$ cat src/verilog/crqd_cfg.svh
// bit positions, codes and reset values of the completer request descriptor framer
`ifndef CRQD_CFG_SVH
`define CRQD_CFG_SVH

`define CRQD_DESC_W 128
`define CRQD_ATTR_HI 126
`define CRQD_ATTR_LO 124
`define CRQD_ATTR_NS 0
`define CRQD_ATTR_RO 1
`define CRQD_ATTR_IDO 2
`define CRQD_TC_HI 123
`define CRQD_TC_LO 121
`define CRQD_BASE_HI 120
`define CRQD_APER_LO 115
`define CRQD_ROUTE_HI 114
`define CRQD_ROUTE_LO 112
`define CRQD_CODE_HI 111
`define CRQD_CODE_LO 104
`define CRQD_MID_HI 103
`define CRQD_MID_LO 64
`define CRQD_ROUTE_BY_ID 3'h2
`define CRQD_LTR_CODE 8'h10
`define CRQD_OBFF_CODE 8'h12
`define CRQD_OBFF_CPU 4'hF
`define CRQD_OBFF_AVAIL 4'h1
`define CRQD_OBFF_IDLE 4'h0
`define CRQD_RST_DATA 128'h0

`endif

$ cat src/verilog/crqd_pkg.sv
// types shared by the completer request descriptor framer
package crqd_pkg;

    typedef enum logic [3:0] {
        RT_MEM_RD = 4'h0,
        RT_MEM_WR = 4'h1,
        RT_IO_RD = 4'h2,
        RT_IO_WR = 4'h3,
        RT_FETCH_ADD = 4'h4,
        RT_SWAP = 4'h5,
        RT_CAS = 4'h6,
        RT_LOCK_RD = 4'h7,
        RT_CFG0_RD = 4'h8,
        RT_CFG1_RD = 4'h9,
        RT_CFG0_WR = 4'hA,
        RT_CFG1_WR = 4'hB,
        RT_MSG = 4'hC,
        RT_MSG_VEND = 4'hD,
        RT_MSG_ATS = 4'hE,
        RT_RSVD = 4'hF
    } crqd_req_type_t;

    typedef enum logic [1:0] {
        ST_IDLE = 2'b00,
        ST_PAY = 2'b01,
        ST_DROP = 2'b10
    } crqd_state_t;

endpackage : crqd_pkg

$ cat src/verilog/crqd_framer.sv
// completer request framer: builds the 128-bit descriptor and streams it ahead of the payload
// Contract
// every packet opens with a 128-bit descriptor; payload follows only when present.
// attributes sit at 126:124: no-snoop 124, relaxed ordering 125, ID ordering 126.
// ID-based ordering bit passes only for memory requests and messages; the framer also passes it for I/O requests (codes 0010, 0011).
// user keeps attributes of non-posted requests and returns them with completion.
// user keeps traffic class 123:121 of non-posted requests for the completion.
// latency report messages carry snoop latency in bits 15:0.
// latency report messages carry no-snoop latency in bits 31:16.
// flush hint messages carry 4-bit code in 35:32; 1111, 0001, 0000 defined.
// every message carries its 8-bit message code in bits 111:104.
// every message carries its 3-bit routing field in bits 114:112.
// vendor messages routed by ID (010) carry destination ID in 15:0.
// vendor messages carry header doubleword 3 in bits 63:32.
// translation messages carry header doublewords 2 and 3 in bits 63:0.
// request type codes 0000..0110 name memory, I/O and atomic requests.
// code 0111 is a locked read, allowed only in legacy mode.
// configuration codes 1000..1011 never appear on the completer stream.
// 1100 plain message, 1101 vendor, 1110 translation, 1111 reserved.
// user decodes message fields only after checking type and message code.
`timescale 1ns/1ps
`include "crqd_cfg.svh"

module crqd_framer #(
    parameter int DATA_W = `CRQD_DESC_W,
    parameter logic [7:0] LTR_CODE = `CRQD_LTR_CODE,
    parameter logic [7:0] OBFF_CODE = `CRQD_OBFF_CODE
) (
    input wire logic clk,
    input wire logic reset,
    input wire logic ce,
    input wire logic legacy_mode,
    input wire logic hdr_valid,
    output logic hdr_ready,
    input wire logic [3:0] hdr_type,
    input wire logic [2:0] hdr_attr,
    input wire logic [2:0] hdr_tc,
    input wire logic [7:0] hdr_msg_code,
    input wire logic [2:0] hdr_msg_route,
    input wire logic [31:0] hdr_dw2,
    input wire logic [31:0] hdr_dw3,
    input wire logic [`CRQD_BASE_HI:0] hdr_base,
    input wire logic hdr_has_payload,
    input wire logic pay_valid,
    output logic pay_ready,
    input wire logic [DATA_W-1:0] pay_data,
    input wire logic pay_last,
    output logic [DATA_W-1:0] cq_tdata,
    output logic cq_tvalid,
    input wire logic cq_tready,
    output logic cq_tlast,
    output logic cq_sop,
    output logic drop_pulse
);

    // buffer word: {sop, last, data}
    localparam int WORD_W = DATA_W + 2;

    crqd_pkg::crqd_state_t state_r;
    crqd_pkg::crqd_state_t state_nxt;
    logic hdr_ready_r;
    logic pay_ready_r;
    logic drop_r;
    logic [WORD_W-1:0] out_r;
    logic out_valid_r;
    logic [WORD_W-1:0] skid_r;
    logic skid_valid_r;
    logic skid_valid_nxt;

    // type decode
    wire logic is_mem = hdr_type <= crqd_pkg::RT_CAS;
    wire logic is_lock = hdr_type == crqd_pkg::RT_LOCK_RD;
    wire logic is_cfg = hdr_type inside {crqd_pkg::RT_CFG0_RD, crqd_pkg::RT_CFG1_RD,
        crqd_pkg::RT_CFG0_WR, crqd_pkg::RT_CFG1_WR};
    wire logic is_gmsg = hdr_type == crqd_pkg::RT_MSG;
    wire logic is_vend = hdr_type == crqd_pkg::RT_MSG_VEND;
    wire logic is_ats = hdr_type == crqd_pkg::RT_MSG_ATS;
    wire logic is_rsvd = hdr_type == crqd_pkg::RT_RSVD;
    wire logic is_msg = is_gmsg | is_vend | is_ats;
    wire logic is_ltr = is_gmsg && (hdr_msg_code == LTR_CODE);
    wire logic is_obff = is_gmsg && (hdr_msg_code == OBFF_CODE);
    // requests that must not reach the completer user logic are swallowed
    wire logic bad_req = is_cfg | is_rsvd | (is_lock & ~legacy_mode);

    // attribute field; ID ordering forced clear outside request codes 0000..0110 (memory, I/O, atomic) and messages
    wire logic ido_ok = is_mem | is_msg;
    wire logic [2:0] attr_eff = {hdr_attr[`CRQD_ATTR_IDO] & ido_ok,
        hdr_attr[`CRQD_ATTR_RO], hdr_attr[`CRQD_ATTR_NS]};

    // message-specific low 64 bits
    wire logic [15:0] ltr_snoop = hdr_dw3[15:0];
    wire logic [15:0] ltr_nosnoop = hdr_dw3[31:16];
    wire logic [3:0] obff_code = hdr_dw3[3:0];
    wire logic by_id = hdr_msg_route == `CRQD_ROUTE_BY_ID;
    wire logic [15:0] dest_id = by_id ? hdr_dw2[31:16] : 16'h0000;
    wire logic [63:0] ltr_low = {32'h0000_0000, ltr_nosnoop, ltr_snoop};
    wire logic [63:0] obff_low = {28'h000_0000, obff_code, 32'h0000_0000};
    wire logic [63:0] vend_low = {hdr_dw3, 16'h0000, dest_id};
    wire logic [63:0] ats_low = {hdr_dw3, hdr_dw2};
    wire logic [63:0] msg_low = is_ats ? ats_low :
        is_vend ? vend_low :
        is_ltr ? ltr_low :
        is_obff ? obff_low : 64'h0000_0000_0000_0000;

    // fields below the class: messages get code, routing and their own low word
    wire logic [`CRQD_BASE_HI:0] msg_base = {hdr_base[`CRQD_BASE_HI:`CRQD_APER_LO],
        hdr_msg_route, hdr_msg_code, hdr_base[`CRQD_MID_HI:`CRQD_MID_LO], msg_low};
    wire logic [`CRQD_BASE_HI:0] body = is_msg ? msg_base : hdr_base;
    wire logic [`CRQD_DESC_W-1:0] desc = {1'b0, attr_eff, hdr_tc, body};
    wire logic [DATA_W-1:0] desc_word = DATA_W'(desc);

    // handshakes
    wire logic hdr_acc = ce & hdr_valid & hdr_ready_r;
    wire logic pay_acc = ce & pay_valid & pay_ready_r;
    wire logic push_desc = hdr_acc & ~bad_req;
    wire logic push_pay = pay_acc & (state_r == crqd_pkg::ST_PAY);
    wire logic push = push_desc | push_pay;
    // descriptor is last only when no payload follows
    wire logic in_last = push_desc ? ~hdr_has_payload : pay_last;
    wire logic [WORD_W-1:0] in_word = push_desc ? {1'b1, in_last, desc_word} :
        {1'b0, in_last, pay_data};
    wire logic out_fire = ce & out_valid_r & cq_tready;
    wire logic out_free = ~out_valid_r | out_fire;

    // state sequencing
    always_comb begin
        state_nxt = state_r;
        case (state_r)
            crqd_pkg::ST_IDLE: begin
                if (hdr_acc && hdr_has_payload) begin
                    state_nxt = bad_req ? crqd_pkg::ST_DROP : crqd_pkg::ST_PAY;
                end
            end
            crqd_pkg::ST_PAY: begin
                if (pay_acc && pay_last) begin
                    state_nxt = crqd_pkg::ST_IDLE;
                end
            end
            crqd_pkg::ST_DROP: begin
                if (pay_acc && pay_last) begin
                    state_nxt = crqd_pkg::ST_IDLE;
                end
            end
            default: begin
                state_nxt = crqd_pkg::ST_IDLE;
            end
        endcase
    end

    // skid entry holds a word only while the output stage is blocked
    assign skid_valid_nxt = skid_valid_r ? ~out_free : (push & ~out_free);

    // readiness registered so both ready outputs come from flops
    wire logic hdr_ready_nxt = (state_nxt == crqd_pkg::ST_IDLE) & ~skid_valid_nxt;
    wire logic pay_ready_nxt = (state_nxt == crqd_pkg::ST_DROP) |
        ((state_nxt == crqd_pkg::ST_PAY) & ~skid_valid_nxt);

    always_ff @(posedge clk or posedge reset) begin
        if (reset) begin
            state_r <= crqd_pkg::ST_IDLE;
            hdr_ready_r <= 1'b0;
            pay_ready_r <= 1'b0;
            drop_r <= 1'b0;
        end else if (ce) begin
            state_r <= state_nxt;
            hdr_ready_r <= hdr_ready_nxt;
            pay_ready_r <= pay_ready_nxt;
            drop_r <= hdr_acc & bad_req;
        end
    end

    // two-entry buffer: output stage plus skid, so a stalled receiver loses no word
    always_ff @(posedge clk or posedge reset) begin
        if (reset) begin
            out_r <= {2'b00, `CRQD_RST_DATA};
            out_valid_r <= 1'b0;
            skid_r <= {2'b00, `CRQD_RST_DATA};
            skid_valid_r <= 1'b0;
        end else if (ce) begin
            skid_valid_r <= skid_valid_nxt;
            if (out_free) begin
                out_valid_r <= skid_valid_r | push;
                out_r <= skid_valid_r ? skid_r : in_word;
            end else if (push) begin
                skid_r <= in_word;
            end
        end
    end

    assign hdr_ready = hdr_ready_r;
    assign pay_ready = pay_ready_r;
    assign drop_pulse = drop_r;
    assign cq_tvalid = out_valid_r;
    assign cq_tdata = out_r[DATA_W-1:0];
    assign cq_tlast = out_r[DATA_W];
    assign cq_sop = out_r[DATA_W+1];

endmodule : crqd_framer

$ cat config.mk
export PLATFORM = sky130hd
export DESIGN_NAME = crqd_framer
export DESIGN_NICKNAME = d
export VERILOG_FILES = /design/src/verilog/crqd_pkg.sv /design/src/verilog/crqd_framer.sv
export VERILOG_INCLUDE_DIRS = /design/src /design/src/verilog
export SDC_FILE = /design/constraint.sdc
export NUM_CORES = 1
export LEC_CHECK = 0
export BUFFER_PORTS_ARGS = -buffer_cell sky130_fd_sc_hd__buf_2
export CAP_MARGIN = 20
export CORE_MARGIN = 1.5
export CORE_UTILIZATION = 35
export CTS_BUF_LIST = sky130_fd_sc_hd__clkbuf_4
export CTS_CLUSTER_DIAMETER = 120
export DETAILED_ROUTE_END_ITERATION = 10
export PLACE_DENSITY = 0.61
export SETUP_SLACK_MARGIN = 0.02
export SLEW_MARGIN = 15
export SYNTH_ARGS = -nofsm -noshare
export SYNTH_HDL_FRONTEND = slang
export SYNTH_SLANG_ARGS = --single-unit
$ cat constraint.sdc
create_clock -name clk -period 10.9 [get_ports clk]
set_input_delay 1.09 -clock clk [delete_from_list [all_inputs] [get_ports clk]]
set_output_delay 1.09 -clock clk [all_outputs]
set_load 0.01 [all_outputs]
* After elaboration in Yosys (flattened, before gate mapping)
Index checks and enable logic that the tools add are counted.
Cells by class: magnitude comparators 1, eq/ne operators 16, mux-type cells 14, bitwise logic cells 29, reduce and logical (&&, ||, !) cells 10
Operators with widths (count):
- $mux W130 | 2
- $mux W64 | 2
- $mux W115 | 1
- $mux W36 | 2
- $eq A4 B4 Y1 const B | 8
- $eq A8 B5 Y1 const B | 2
- $mux W16 | 1
- $and A1 B1 Y1 | 14
- $or A1 B1 Y1 | 9
- $mux W2 | 3
- $not A1 Y1 | 6
- $eq A2 B1 Y1 const B | 2
- $eq A2 B2 Y1 const B | 2
- $eq A4 B3 Y1 const B | 1
- $le A4 B3 Y1 const B | 1
- $logic_and A1 B1 Y1 | 4
- $logic_not A2 Y1 | 2
- $pmux W2 S2 | 1
- $reduce_bool A4 Y1 | 1
- $eq A3 B2 Y1 const B | 1
- $reduce_and A3 Y1 | 1
- $mux W1 | 2
- $reduce_and A2 Y1 | 1
- $reduce_or A2 Y1 | 1
Word-level totals: register bits after elaboration 267, input port bits 343, output and inout bits 134, logic and storage cells 78

* Longest topological paths before layout
depth in word-level cells 12, gate-level depth with buffers 9, depth with buffers taken out 6

* Worst setup path before layout
OpenSTA, ideal clock, no wires.
path kind input port to flip-flop, from in hdr_type[2], to reg skid_r[104], library setup time 128 ps, arrival 2557 ps, data required time 10772 ps, setup slack 8215 ps, stages on the path 7, buffers on the path 2, path through buf_2 > and2b_1 > a2bb2oi_2 > o21ai_2 > nand2_1 > buf_4 > mux2_1
On the way: word-level cells in the longest chain between the ends 8, elaborated cells between the ends (all ways) 21, classes of those cells eq/ne: 9; mux: 2; bitwise: 8; reduce/logical: 2
Ends and longest elaborated chain:
- start: declaration | RTL line crqd_framer.sv:35 | input wire logic [3:0] hdr_type,
- $eq A4 B4 Y1 | RTL line crqd_framer.sv:73 | wire logic is_cfg = hdr_type inside {crqd_pkg::RT_CFG0_RD, crqd_pkg::RT_CFG1_RD,
- $reduce_bool A4 Y1 | RTL line crqd_framer.sv:73
- $or A1 B1 Y1 (2 in series) | RTL line crqd_framer.sv:83 | wire logic bad_req = is_cfg | is_rsvd | (is_lock & ~legacy_mode);
- $not A1 Y1 | RTL line crqd_framer.sv:115 | wire logic push_desc = hdr_acc & ~bad_req;
- $and A1 B1 Y1 | RTL line crqd_framer.sv:115
- $or A1 B1 Y1 | RTL line crqd_framer.sv:117 | wire logic push = push_desc | push_pay;
- $reduce_and A3 Y1 (no source line)
- end signal: assignment | RTL line crqd_framer.sv:177 | skid_r <= {2'b00, `CRQD_RST_DATA};
- end signal: assignment | RTL line crqd_framer.sv:185 | skid_r <= in_word;
- end: declaration | RTL line crqd_framer.sv:66 | logic [WORD_W-1:0] skid_r;
Several ways; a longest one is shown, not always the timed one. A chain may end at the register's enable or synchronous reset.

* Worst setup path after layout
from in hdr_type[1], to reg skid_r[23]
Same word-level chain as after synthesis.

==> results.py <==
metrics = {
    "layout": {
        "flow.area_growth_from_synthesis_pct": 23.76,
        "nets": 2466,
        "post_route_cells_drive_above_1_share_pct": 30.42,
        "layout.cells.most_common_list": "sky130_fd_sc_hd__buf_2, sky130_fd_sc_hd__dfrtp_1, sky130_fd_sc_hd__a21oi_1",
        "fillerInstances": 4257,
        "layout_commonest_cell": "sky130_fd_sc_hd__buf_2",
    },
    "routing": {
        "vias": 16160,
        "routed_wirelength_um": 64970,
        "drt-vias-per-instance": 5.941,
        "routed_wire_length_per_instance_um": 23.89,
        "drc": 0,
        "drt-pass1-iter-count": 8,
        "drtAntennaViolNets": 0,
        "drt_iter0_markers": 1907,
        "m1WireLength_um": 27390,
        "wl_met3_um": 5946,
        "top_routing_layer_used": "met5",
        "met2_wirelength_from_detailed_routing_um": 29820,
    },
    "global_route": {
        "grt_overflow": 0,
        "first_global_vias": 15860,
        "wire_length_of_the_first_global_routing_pass_um": 98460,
        "grt_use_total_pct": 29.10,
        "antenna_violations_before_repair": 26,
        "grt_start_max_net_pins": 88,
    },
    "flow_run": {
        "max-cap-violations": 0,
    },
    "worst_setup_path": {
        "crit_fanout": 82,
        "crit-reg2reg-launch": "hdr_ready",
        "start_kind": "input pin",
        "critical_path_arrival_ns": 4.46,
        "r2r.worst_path.cells": 6,
        "worst-setup-path-type": "in2reg",
        "worstSetupStartpoint": "hdr_type[1]",
        "worstSetupEndpointType": "flip-flop",
        "cp_data_required_time_ns": 11.48,
    },
    "yosys": {
        "synth_area_mm2": 0.01497,
        "synthDominantAreaCellType": "sky130_fd_sc_hd__dfrtp_1",
        "postSynthCellCount": 1720,
        "asyncSetResetFlopFracSynth_pct": 100.0,
        "synth_area_leaders": "sky130_fd_sc_hd__dfrtp_1, sky130_fd_sc_hd__a21oi_1, sky130_fd_sc_hd__o21ai_0, sky130_fd_sc_hd__nand2_1, sky130_fd_sc_hd__clkbuf_1",
        "synth_enable_flop_cells": 0,
        "synth.avg_cell_area_um2": 8.702,
        "synth-seq-area-share_pct": 44.64,
        "synth_top_cell_area_share_pct": 44.64,
        "synth_ff_type": "sky130_fd_sc_hd__dfrtp_1",
        "synthDistinctLibCells": 57,
        "yosys_warnings": 0,
        "ys_seq_elements": 267,
        "synth_fp_nets": 2066,
    },
    "place": {
        "port_buffers": 476,
        "gp_congestion": 0.8890,
        "place_worst_setup_slack_ns": 6.343,
        "dp_hpwl_um": 44140,
    },
    "floorplan": {
        "die_area_mm2": 0.04401,
        "die-width_um": 209.8,
        "coreArea_mm2": 0.04204,
        "die_h_um": 209.8,
        "floorplan.rows": 75,
        "initial_utilization_pct": 35.60,
        "ioPinCount": 477,
    },
    "sta": {
        "finalSetupViolations": 0,
        "finalCriticalPeriod_ns": 3.877,
        "clock_skew_ns": 0.06453,
        "rsz0062_at_grt": "no",
        "final_hold_viol_count": 0,
        "final.setup.tns_ns": 0,
        "period_share_pct": 35.57,
        "slew_violations": 0,
        "final_critical_path_setup_slack_ns": 7.023,
        "worst_slew_pin_slew_ns": 1.041,
        "slew_headroom_pct": 30.35,
        "max_freq_mhz": 258.0,
    },
    "clock_network": {
        "tritoncts_clock_tree": "yes",
        "clk_transition_reported_paths_ns": 0.07,
        "max-clock-path-buffers": 3,
        "holdBufCountCts": 0,
        "cts_setup_buffers": 0,
        "clkLatencyLatePin_ns": 0.76,
        "ctsResizeCount": 0,
        "tritoncts_num_sinks": 267,
        "cts_buffers": 79,
        "clockRootBuffer": "sky130_fd_sc_hd__clkbuf_4",
        "h-tree-depth": 3,
    },
    "run_status": {
        "outcome": "complete, no violations",
    },
    "power_and_ir_drop": {
        "p_per_area_mw_per_mm2": 216.7,
        "power.leakage_nw": 8.808,
        "irDropWorstVdd_mv": 0.08547,
    },
    "hold_path": {
        "worst_hold_path_type": "in2async",
    },
}
==> sequential cells by signal (all words and copies together) (netlist names) <==
name / count
hdr_ready: 1
skid_valid_r: 1
cq_tvalid: 1
pay_ready: 1
out_r: 130
state_r: 2
skid_r: 130
drop_pulse: 1
==> worst paths after layout <==
path / slack, ns / endpoint
max in group asynchronous: 8.51 / out_r[28]
worst min register to register: 0.47 / out_r[89]
min in group clk: 0.47 / out_r[89]
worst min-delay path: 0.34 / skid_r[75]
worst max register to register: 7.86 / skid_r[103]
worst max-delay path: 7.02 / skid_r[23]
==> cell families after synthesis <==
| group | share of synthesized area [%] |
|---|---|
| compound gates | 34.05 |
| simple gates | 10.49 |
| flops | 44.64 |
| buf+inv | 6.378 |
| mux | 4.188 |
| fa+ha+maj | 0.2508 |
==> power breakdown <==
group          leakage (nW)  internal (W)  switching [W]  total [W]
Combinational          5.14      0.000543       0.000888    0.00143
Clock                 0.543      0.000466       0.000455   0.000921
Sequential             3.13       0.00142       0.000240    0.00166
Total                  8.81       0.00243        0.00158    0.00401
==> final cells by class <==
type / instances / area [um2] / share of cell area [%]
Multi-Input combinational cell: 1217 / 7410 / 40.00
Sequential cell: 267 / 6685 / 36.09
Timing Repair Buffer: 503 / 2605 / 14.06
Clock buffer: 105 / 788.3 / 4.256
Tap cell: 539 / 674.4 / 3.641
Inverter: 52 / 203.9 / 1.101
Clock inverter: 19 / 111.4 / 0.6012
Antenna cell: 18 / 45.04 / 0.2432
==> critical path, cell delays in order <==
cell	delay (ns)
sky130_fd_sc_hd__buf_2	0.08
sky130_fd_sc_hd__buf_4	0.60
sky130_fd_sc_hd__nand2_1	0.30
sky130_fd_sc_hd__o2bb2ai_4	0.38
sky130_fd_sc_hd__nand2_4	0.63
sky130_fd_sc_hd__buf_4	0.77
sky130_fd_sc_hd__a311o_1	0.27
sky130_fd_sc_hd__a41oi_2	0.13
==> through the flow <==
stage / cell area, um2 / hold slack [ns] / cells / utilization (%) / total power (W)
2_1_floorplan: 14970 / 0.4486 / 1720 / - / 0.002501
3_3_place_gp: 17550 / 0.4578 / 2577 / 41.75 / 0.003056
3_5_place_dp: 17550 / 0.4653 / 2577 / 41.75 / 0.003104
4_1_cts: 18450 / 0.2825 / 2701 / 43.89 / 0.004039
5_1_grt: 18490 / 0.3286 / 2708 / 43.99 / 0.004294
6_report: 18520 / 0.3449 / 2720 / 44.06 / 0.004014
==> per-layer routing <==
| layer | vias to the layer above | track usage (%) |
|---|---|---|
| li1 | 7307 | - |
| met4 | 24 | 9.427 |
| met1 | 7897 | 38.35 |
| met5 | - | 0 |
| met2 | 820 | 45.56 |
| met3 | 112 | 8.903 |
==> synth_stat cells, types with 2 or more instances <==
library cell	n
sky130_fd_sc_hd__a32oi_1	17
sky130_fd_sc_hd__and3_1	56
sky130_fd_sc_hd__a31oi_1	78
sky130_fd_sc_hd__a311o_1	26
sky130_fd_sc_hd__a32o_1	2
sky130_fd_sc_hd__nor3_1	29
sky130_fd_sc_hd__a41oi_2	10
sky130_fd_sc_hd__buf_1	3
sky130_fd_sc_hd__o2111ai_1	16
sky130_fd_sc_hd__o21ai_1	7
sky130_fd_sc_hd__ha_1	3
sky130_fd_sc_hd__a211oi_1	52
sky130_fd_sc_hd__mux2i_1	48
sky130_fd_sc_hd__nor2_1	67
sky130_fd_sc_hd__buf_4	3
sky130_fd_sc_hd__a21oi_1	237
sky130_fd_sc_hd__mux2_2	12
sky130_fd_sc_hd__a221oi_1	4
sky130_fd_sc_hd__a41oi_1	6
sky130_fd_sc_hd__a211o_1	2
sky130_fd_sc_hd__o22ai_1	32
sky130_fd_sc_hd__inv_1	51
sky130_fd_sc_hd__buf_2	40
sky130_fd_sc_hd__nand3_1	29
sky130_fd_sc_hd__and2_1	5
sky130_fd_sc_hd__clkbuf_1	137
sky130_fd_sc_hd__o2bb2ai_1	4
sky130_fd_sc_hd__a21o_1	29
sky130_fd_sc_hd__a222oi_1	28
sky130_fd_sc_hd__nand4_1	4
sky130_fd_sc_hd__a21boi_0	16
sky130_fd_sc_hd__a22o_1	2
sky130_fd_sc_hd__o21a_1	2
sky130_fd_sc_hd__dfrtp_1	267
sky130_fd_sc_hd__o21ai_0	228
sky130_fd_sc_hd__o211ai_1	5
sky130_fd_sc_hd__nand2_1	143
(Power assumes the default switching activity.)
